[src/card_nrz_pkg.sv]
package card_nrz_pkg;

	// ----------------------------------------------------------------
	// Clock and timing
	// ----------------------------------------------------------------
	localparam int unsigned CLK_HZ = 10000000;
	localparam int unsigned CELL_HZ = 1250;
	localparam int unsigned E_HALF_CYC = CLK_HZ / (2 * CELL_HZ);
	localparam int unsigned SETTLE_MS = 10;
	localparam int unsigned SETTLE_CYC = (CLK_HZ / 1000) * SETTLE_MS;

	// ----------------------------------------------------------------
	// Step and pass geometry
	// ----------------------------------------------------------------
	localparam int unsigned STEP_BITS = 6;
	localparam int unsigned GROUP_BITS = 3;
	localparam logic [9:0] PASS_CELLS = 10'h3fe;

	// ----------------------------------------------------------------
	// Register map and fields
	// ----------------------------------------------------------------
	localparam logic [3:0] CTRL_OFFSET = 4'h0;
	localparam logic [3:0] STATUS_OFFSET = 4'h4;
	localparam int unsigned CTRL_ENABLE_BIT = 0;
	localparam logic CTRL_ENABLE_RESET = 1'h1;
	localparam int unsigned STATUS_STATE_LSB = 0;
	localparam int unsigned STATUS_WRITE_BIT = 5;
	localparam int unsigned STATUS_PLAY_BIT = 6;
	localparam int unsigned STATUS_FULL_BIT = 7;
	localparam int unsigned STATUS_COUNT_LSB = 16;

	// ----------------------------------------------------------------
	// Sequencer states
	// ----------------------------------------------------------------
	typedef enum logic [4:0] {
		ST_IDLE = 5'h01,
		ST_ARMED = 5'h02,
		ST_LEAD = 5'h04,
		ST_SETTLE = 5'h08,
		ST_RUN = 5'h10
	} seq_state_e;

	// ----------------------------------------------------------------
	// Pins arriving from the calculator and the card mechanism
	// ----------------------------------------------------------------
	typedef struct packed {
		logic record_req_n;
		logic play_req_n;
		logic entry_switch;
		logic position_switch;
		logic clock_head;
		logic [2:0] read_head;
		logic [5:0] host_data;
	} pins_in_s;

	// Synchroniser reset level: both request pins released (high)
	localparam logic [13:0] PINS_IDLE = 14'h3000;

endpackage

[src/card_nrz_record_play_logic.sv]
`timescale 1ns/1ns
module card_nrz_record_play_logic #(
	parameter int unsigned SETTLE_CYCLES = card_nrz_pkg::SETTLE_CYC
) (
	input wire logic sys_clk,
	input wire logic reset,
	input wire card_nrz_pkg::pins_in_s pins_in,
	input wire logic [3:0] reg_addr,
	input wire logic [31:0] reg_wdata,
	input wire logic reg_write,
	input wire logic reg_read,
	output logic [31:0] reg_rdata,
	output logic [5:0] read_out,
	output logic step_strobe,
	output logic motor_on,
	output logic [3:0] head_drive_a,
	output logic [3:0] head_drive_b
);

	// ----------------------------------------------------------------
	// Pin synchronisation
	// ----------------------------------------------------------------
	card_nrz_pkg::pins_in_s pins_s;
	logic [13:0] pins_sync_vec;

	pin_sync #(
		.WIDTH(14),
		.IDLE_VALUE(card_nrz_pkg::PINS_IDLE)
	) u_pin_sync (
		.sys_clk(sys_clk),
		.reset(reset),
		.async_in(pins_in),
		.sync_out(pins_sync_vec)
	);

	assign pins_s = card_nrz_pkg::pins_in_s'(pins_sync_vec);

	// ----------------------------------------------------------------
	// State declarations
	// ----------------------------------------------------------------
	card_nrz_pkg::seq_state_e state_reg, state_next;
	logic [16:0] settle_cnt_reg, settle_cnt_next;
	logic [12:0] div_cnt_reg, div_cnt_next;
	logic e_reg, e_next, f_reg, f_next;
	logic [2:0] write_stage_low_reg, write_stage_low_next, write_stage_high_reg, write_stage_high_next;
	logic [2:0] read_stage_low_reg, read_stage_low_next, read_stage_high_reg, read_stage_high_next;
	logic [5:0] read_out_reg, read_out_next;
	logic [9:0] cell_count_reg, cell_count_next;
	logic ctrl_enable_reg, ctrl_enable_next, strobe_reg, strobe_next, motor_reg, motor_next;
	logic [31:0] rdata_reg, rdata_next;
	logic [3:0] drive_a_reg, drive_a_next, drive_b_reg, drive_b_next;

	// Decoded modes
	logic record_req, play_req, card_in, stage_clear, write_active, play_active, data_control, e_rise, e_fall;
	logic [3:0] track_bit;

	// ----------------------------------------------------------------
	// Mode decode
	// ----------------------------------------------------------------
	always_comb begin
		record_req = ctrl_enable_reg && !pins_s.record_req_n;
		play_req = ctrl_enable_reg && !pins_s.play_req_n && !record_req;
		card_in = (state_reg == card_nrz_pkg::ST_LEAD) || (state_reg == card_nrz_pkg::ST_SETTLE)
			|| (state_reg == card_nrz_pkg::ST_RUN);
		stage_clear = !((state_reg == card_nrz_pkg::ST_SETTLE) || (state_reg == card_nrz_pkg::ST_RUN));
		write_active = record_req && card_in;
		play_active = play_req && card_in;
		data_control = write_active ? f_reg : 1'h1;
	end

	// ----------------------------------------------------------------
	// Card pass sequencer
	// ----------------------------------------------------------------
	always_comb begin
		state_next = state_reg;
		settle_cnt_next = settle_cnt_reg;
		case (state_reg)
			card_nrz_pkg::ST_IDLE: begin
				if (record_req || play_req) begin
					state_next = card_nrz_pkg::ST_ARMED;
				end
			end
			card_nrz_pkg::ST_ARMED: begin
				if (pins_s.entry_switch) begin
					state_next = card_nrz_pkg::ST_LEAD;
				end
			end
			card_nrz_pkg::ST_LEAD: begin
				if (pins_s.position_switch) begin
					state_next = card_nrz_pkg::ST_SETTLE;
					settle_cnt_next = '0;
				end
			end
			card_nrz_pkg::ST_SETTLE: begin
				settle_cnt_next = settle_cnt_reg + 17'h00001;
				if (settle_cnt_reg == 17'(SETTLE_CYCLES - 1)) begin
					state_next = card_nrz_pkg::ST_RUN;
				end
			end
			card_nrz_pkg::ST_RUN: begin
				state_next = card_nrz_pkg::ST_RUN;
			end
			default: begin
				state_next = card_nrz_pkg::ST_IDLE;
			end
		endcase
		if (card_in && !pins_s.entry_switch) begin
			state_next = card_nrz_pkg::ST_ARMED;
		end
		if (!(record_req || play_req)) begin
			state_next = card_nrz_pkg::ST_IDLE;
		end
	end

	// ----------------------------------------------------------------
	// Timing chain: E from divider when writing, from clock track when reading
	// ----------------------------------------------------------------
	always_comb begin
		div_cnt_next = '0;
		e_next = 1'h0;
		if (record_req && state_reg == card_nrz_pkg::ST_RUN) begin
			e_next = e_reg;
			div_cnt_next = div_cnt_reg + 13'h0001;
			if (div_cnt_reg == 13'(card_nrz_pkg::E_HALF_CYC - 1)) begin
				div_cnt_next = '0;
				e_next = !e_reg;
			end
		end else if (play_req && pins_s.entry_switch) begin
			e_next = pins_s.clock_head;
		end
		e_rise = !e_reg && e_next;
		e_fall = e_reg && !e_next;
		f_next = f_reg;
		if (!(record_req || play_req) || !pins_s.entry_switch || (record_req && state_reg != card_nrz_pkg::ST_RUN)) begin
			f_next = 1'h0;
		end else if (e_fall) begin
			f_next = !f_reg;
		end
	end

	// ----------------------------------------------------------------
	// Write stages and head drivers
	// ----------------------------------------------------------------
	always_comb begin
		write_stage_low_next = write_stage_low_reg;
		write_stage_high_next = write_stage_high_reg;
		if (stage_clear) begin
			write_stage_low_next = '0;
			write_stage_high_next = '0;
		end else if (write_active && e_rise) begin
			write_stage_low_next = pins_s.host_data[2:0];
			if (data_control) begin
				write_stage_high_next = write_stage_low_reg;
			end else begin
				write_stage_high_next = pins_s.host_data[5:3];
			end
		end
		track_bit = {e_reg, write_stage_high_reg};
		if (write_active) begin
			drive_a_next = track_bit;
			drive_b_next = ~track_bit;
		end else begin
			drive_a_next = 4'hf;
			drive_b_next = 4'hf;
		end
	end

	// ----------------------------------------------------------------
	// Read stages and host outputs
	// ----------------------------------------------------------------
	always_comb begin
		read_stage_low_next = read_stage_low_reg;
		read_stage_high_next = read_stage_high_reg;
		read_out_next = read_out_reg;
		if (!play_active || stage_clear) begin
			read_stage_low_next = '0;
			read_stage_high_next = '0;
		end else if (e_rise) begin
			read_stage_low_next = pins_s.read_head;
			read_stage_high_next = read_stage_low_reg;
		end
		if (!play_req) begin
			read_out_next = '0;
		end else if (play_active && !stage_clear && e_fall && f_reg) begin
			read_out_next = {read_stage_high_reg, read_stage_low_reg};
		end
	end

	// ----------------------------------------------------------------
	// Pass counter, strobe and motor
	// ----------------------------------------------------------------
	always_comb begin
		cell_count_next = cell_count_reg;
		if (stage_clear) begin
			cell_count_next = '0;
		end else if (e_rise && cell_count_reg != card_nrz_pkg::PASS_CELLS) begin
			cell_count_next = cell_count_reg + 10'h001;
		end
		if (write_active) begin
			strobe_next = e_reg && f_reg;
		end else if (play_active && !stage_clear) begin
			strobe_next = e_reg;
		end else begin
			strobe_next = 1'h0;
		end
		motor_next = (record_req || play_req) && pins_s.entry_switch;
	end

	// ----------------------------------------------------------------
	// Register port
	// ----------------------------------------------------------------
	always_comb begin
		ctrl_enable_next = ctrl_enable_reg;
		rdata_next = '0;
		if (reg_write && reg_addr == card_nrz_pkg::CTRL_OFFSET) begin
			ctrl_enable_next = reg_wdata[card_nrz_pkg::CTRL_ENABLE_BIT];
		end
		if (reg_read) begin
			case (reg_addr)
				card_nrz_pkg::CTRL_OFFSET: begin
					rdata_next[card_nrz_pkg::CTRL_ENABLE_BIT] = ctrl_enable_reg;
				end
				card_nrz_pkg::STATUS_OFFSET: begin
					rdata_next[card_nrz_pkg::STATUS_STATE_LSB +: 5] = state_reg;
					rdata_next[card_nrz_pkg::STATUS_WRITE_BIT] = write_active;
					rdata_next[card_nrz_pkg::STATUS_PLAY_BIT] = play_active;
					rdata_next[card_nrz_pkg::STATUS_FULL_BIT] = (cell_count_reg == card_nrz_pkg::PASS_CELLS);
					rdata_next[card_nrz_pkg::STATUS_COUNT_LSB +: 10] = cell_count_reg;
				end
				default: begin
					rdata_next = '0;
				end
			endcase
		end
	end

	// ----------------------------------------------------------------
	// State registers
	// ----------------------------------------------------------------
	always_ff @(posedge sys_clk) begin
		if (reset) begin
			state_reg <= card_nrz_pkg::ST_IDLE;
			settle_cnt_reg <= '0;
			div_cnt_reg <= '0;
			e_reg <= 1'h0;
			f_reg <= 1'h0;
			write_stage_low_reg <= '0;
			write_stage_high_reg <= '0;
			read_stage_low_reg <= '0;
			read_stage_high_reg <= '0;
			read_out_reg <= '0;
			cell_count_reg <= '0;
			ctrl_enable_reg <= card_nrz_pkg::CTRL_ENABLE_RESET;
			rdata_reg <= '0;
			strobe_reg <= 1'h0;
			motor_reg <= 1'h0;
			drive_a_reg <= 4'hf;
			drive_b_reg <= 4'hf;
		end else begin
			state_reg <= state_next;
			settle_cnt_reg <= settle_cnt_next;
			div_cnt_reg <= div_cnt_next;
			e_reg <= e_next;
			f_reg <= f_next;
			write_stage_low_reg <= write_stage_low_next;
			write_stage_high_reg <= write_stage_high_next;
			read_stage_low_reg <= read_stage_low_next;
			read_stage_high_reg <= read_stage_high_next;
			read_out_reg <= read_out_next;
			cell_count_reg <= cell_count_next;
			ctrl_enable_reg <= ctrl_enable_next;
			rdata_reg <= rdata_next;
			strobe_reg <= strobe_next;
			motor_reg <= motor_next;
			drive_a_reg <= drive_a_next;
			drive_b_reg <= drive_b_next;
		end
	end

	// Outputs straight from flip-flops
	assign reg_rdata = rdata_reg;
	assign read_out = read_out_reg;
	assign step_strobe = strobe_reg;
	assign motor_on = motor_reg;
	assign head_drive_a = drive_a_reg;
	assign head_drive_b = drive_b_reg;
endmodule

[src/pin_sync.sv]
`timescale 1ns/1ns
// Two-flop synchroniser for asynchronous pin levels
module pin_sync #(
	parameter int unsigned WIDTH = 1,
	parameter logic [WIDTH-1:0] IDLE_VALUE = '0
) (
	input wire logic sys_clk,
	input wire logic reset,
	input wire logic [WIDTH-1:0] async_in,
	output logic [WIDTH-1:0] sync_out
);

	logic [WIDTH-1:0] meta_reg;
	logic [WIDTH-1:0] meta_next;
	logic [WIDTH-1:0] sync_reg;
	logic [WIDTH-1:0] sync_next;

	// First stage feeds only the second stage
	always_comb begin
		meta_next = async_in;
		sync_next = meta_reg;
	end

	// Register both stages
	always_ff @(posedge sys_clk) begin
		if (reset) begin
			meta_reg <= IDLE_VALUE; // Idle pin level, so no false request follows reset
			sync_reg <= IDLE_VALUE;
		end else begin
			meta_reg <= meta_next;
			sync_reg <= sync_next;
		end
	end

	assign sync_out = sync_reg;

endmodule

[config.mk]
export PLATFORM = sky130hd
export DESIGN_NAME = card_nrz_record_play_logic
export DESIGN_NICKNAME = d
export VERILOG_FILES = /design/src/card_nrz_pkg.sv /design/src/card_nrz_record_play_logic.sv /design/src/pin_sync.sv
export SDC_FILE = /design/constraint.sdc
export NUM_CORES = 1
export LEC_CHECK = 0
export BUFFER_PORTS_ARGS = -buffer_cell sky130_fd_sc_hd__buf_2
export CELL_PAD_IN_SITES_DETAIL_PLACEMENT = 0
export CELL_PAD_IN_SITES_GLOBAL_PLACEMENT = 1
export CORE_MARGIN = 1
export CORE_UTILIZATION = 46
export CTS_BUF_LIST = sky130_fd_sc_hd__clkbuf_8
export DETAILED_ROUTE_END_ITERATION = 16
export GPL_TIMING_DRIVEN = 0
export PLACE_DENSITY_LB_ADDON = 0.25
export RECOVER_POWER = 50
export SLEW_MARGIN = 10
export SYNTH_ARGS = -nofsm -noshare
export SYNTH_HDL_FRONTEND = slang
export SYNTH_HIERARCHICAL = 1
export SYNTH_SLANG_ARGS = --single-unit
[constraint.sdc]
create_clock -name sys_clk -period 4.32 [get_ports sys_clk]
set_input_delay 0.648 -clock sys_clk [delete_from_list [all_inputs] [get_ports sys_clk]]
set_output_delay 0.648 -clock sys_clk [all_outputs]
set_load 0.02 [all_outputs]
==> results by group <==
Status
  – Status: finished, final reports clean

Routing
  – Via count: 3808
  – Drt total wl: about 9.8 mm
  – First DRT Iteration DRCs: between 150 and 200
  – WL per Instance: approximately 13 microns
  – DR vias/cell: between 5 and 6
  – Drt first pass iters: 4
  – DRC violations left: 0
  – Antenna Violating Nets Remaining: 0

Cells and area
  – Area of the multi-input gates: 2200 sq um
  – Largest register FFs: 18
  – # diodes: 0
  – Share of cells above drive strength 1: 0.131
  – # nets final: between 600 and 700
  – Layout Area Growth over Synthesis: 17.4%
  – Fill cell count: between 1000 and 1500
  – Most frequent cells in the layout: 122 x dfxtp_1, 55 x nor2_1, 53 x clkbuf_1
  – Most common cell after layout, fill and taps aside: dfxtp_1
  – Core Util, Final: 0.554
  – FF/Latch Area: approximately 2400 sq um

Clock network
  – Level count of the clock H-tree: 4
  – Post-CTS Setup Repair Bufs: 0
  – CTS tree: yes
  – CTS clk-pin slew, worst paths: about 70 ps
  – PostCTS Resize Cnt: 0
  – CTS sink count: about 120
  – CTS buffer count: 17
  – Clk root buf: clkbuf_8
  – Max Root-Sink Buffers: 2
  – Hold_buf cts: 0
  – Latest clock arrival within the worst-skew pair: 420 ps

Timing
  – Worst slew pin tran: 784 ps
  – Final Worst Setup Slack: around 2000 ps
  – Setup TNS: 0 ps
  – Final Hold Viols: 0
  – Max-slew headroom: 0.474
  – Worst Clk Skew: between 10 and 15 ps
  – Crit path time final: 2370 ps
  – Fin crit share: 0.549
  – Final setup violation count: 0
  – Hold_ws: around 410 ps
  – Final Slew Violations: 0
  – Fmax: between 400 and 500 MHz
  – RSZ-0062 raised after global routing: false

Pwr
  – Combinational share of power: 0.032
  – Psw: between 400 and 500 uW
  – Switch share: 0.204
  – Clk network pwr share: 0.455
  – Flop pwr share: 0.514
  – Leak: ~0.0021 uW
  – Max rail drop VDD: ~0.29 mV
  – Internal power: about 1800 uW
  – Pwr per Cell Area: 391 nW/um^2

Job
  – MaxCap Viol Count: 0

Floorplan
  – Die H: 105 microns
  – Die area: 11000 sq um
  – Ports: slightly above 100
  – Row Count: 37
  – Initial core utilization: 0.472
  – Core area: between 10000 and 15000 sq um
  – Die width: 105 microns

Placed design
  – Detailed Place HPWL: roughly 7 mm
  – Pre-CTS WS: 1880 ps
  – PortBufs: 56
  – Gpl congestion: 0.847

Setup path
  – Req. time, crit path: roughly 4600 ps
  – R2R cell count: 8
  – Worst r2r src: state_reg[4]
  – Crit path capture: cell_count_reg[5]
  – Arr. time, crit path: 2670 ps
  – Critical path start-end classification: reg -> reg
  – Startpoint Class: flop
  – Worst R2R Setup Slack: roughly 1900 ps
  – CP max FO: 10
  – Crit. End Element: flop
  – R2r endpoint: cell_count_reg[5]
  – CP Launch Point: state_reg[4]

GRT
  – GR Util All Layers: 0.191
  – Vias in the first global route: 3561
  – First-pass GRT wire length: approximately 17 mm
  – Initial antenna violation count: 0
  – GRT overflow: 0
  – Largest net degree at the start of global routing: 17

Synth
  – Predominant post-synthesis flop cell: dfxtp_1
  – Synth Warn #: 6
  – Mean Syn Cell Area: approximately 9.3 sq um
  – Seq/Total Area, Yosys: 0.503
  – Synthesized area: 4850 sq um
  – Post-Synthesis Cells: 520
  – EDFF count, synth: 0
  – Yosys reg bits: 122
  – Asr flop ratio synth: 0
  – Unique masters post-synth: between 60 and 70

Hold path
  – Worst min-delay path class: in -> reg
  – Worst Min Path Start: pins_in[12]
metal layers:
layer / track usage / wire length (microns) / share of wire / vias to the layer above
li1: - / - / - / 1954
met1: 0.245 / 4620 / 0.47 / 1764
met2: 0.301 / 4590 / 0.47 / 75
met3: 0.0499 / 409 / 0.042 / 15
met4: 0.0885 / 159 / 0.016 / 0
met5: 0 / 0 / 0 / -
area by class of cell:
cell class / instances / share of cell area
flip-flops and latches: 122 / 0.429
repair buffers: 56 / 0.0415
well taps: 136 / 0.0299
multi-input cells: 365 / 0.386
plain buffers: 38 / 0.0378
clock buffers: 20 / 0.0483
inverters: 8 / 0.00527
clock inverters: 10 / 0.0222
cell families after synthesis:
kind of cell | Yosys count | synth area share
muxes | 13 | 0.0273
xor gates and xnor gates | 21 | 0.0379
other | 1 | 0.000773
DFF | 122 | 0.503
AOI/OAI and AO/OA | 73 | 0.0933
adders and majority gates | 4 | 0.0103
and+or+nand+nor | 240 | 0.274
buffers and inverters | 46 | 0.0531
synth_stat cells, types with 2 or more instances:
library cell  instances  area share
and2b_1               6      0.0093
nand2_1              40       0.031
or3_1                11       0.014
mux2i_1              11       0.023
o41ai_1               2      0.0036
or2_2                 2      0.0026
o31ai_1               3      0.0046
o211ai_1              4      0.0062
nor2_1               55       0.043
buf_4                15       0.023
or2_1                 4      0.0052
a311oi_1              2      0.0036
ha_1                  4       0.010
and2_1               18       0.023
o21ai_0              17       0.018
dfxtp_1             122        0.50
a21oi_1              25       0.026
nand4_1              15       0.019
a31oi_1               3      0.0039
nand3_1              21       0.022
and4_1                4      0.0072
xor2_1               12       0.022
mux2_2                2      0.0046
inv_1                 8      0.0062
a211oi_1              7       0.011
nand3b_1              5      0.0077
buf_6                 3      0.0070
nor3_1                7      0.0072
or4_1                 2      0.0031
buf_2                 5      0.0052
nor4_1                2      0.0026
xnor2_1               9       0.016
nor2b_1              22       0.028
clkbuf_1             15       0.012
and4b_1               3      0.0062
and3_1                9       0.012
worst min-delay path by stage:
stage          slack (ps)                 endpoint  depth (start not counted)
5_1_grt               380  u_pin_sync/meta_reg[12]                          2
4_1_cts               390  u_pin_sync/meta_reg[12]                          2
3_3_place_gp          400          head_drive_b[1]                          1
3_5_place_dp          400  u_pin_sync/sync_out[12]                          1
6_report              410  u_pin_sync/meta_reg[12]                          2
2_1_floorplan         370          head_drive_b[0]                          1
metrics by stage:
| step | power (uW) | std cells | area, sq um |
|---|---|---|---|
| after detailed placement | 1240 | 725 | 5350 |
| after global routing | 2320 | 755 | 5700 |
| after CTS | 2260 | 755 | 5750 |
| after global placement | 1240 | 725 | 5350 |
| final | 2230 | 755 | 5700 |
| after floorplan | 1220 | 533 | 4900 |
power by group through the flow:
stage	Clock [uW]	Sequential, uW	Combinational (uW)
6_report	1010	1140	70.6
5_1_grt	1100	1140	78.5
4_1_cts	1040	1140	72.5
3_5_place_dp	0	1170	72.2
3_3_place_gp	0	1170	71.0
2_1_floorplan	0	1170	51.9
worst max-delay path: stages (launching register included):
cell and delay [ps]:
dfxtp_1 310, clkbuf_1 390, nor2b_1 270, nand3_1 170, o31a_1 360, buf_6 170
clkbuf_1 220, o21ai_0 260, a21oi_1 90
Power figures use the tool's default switching activity.
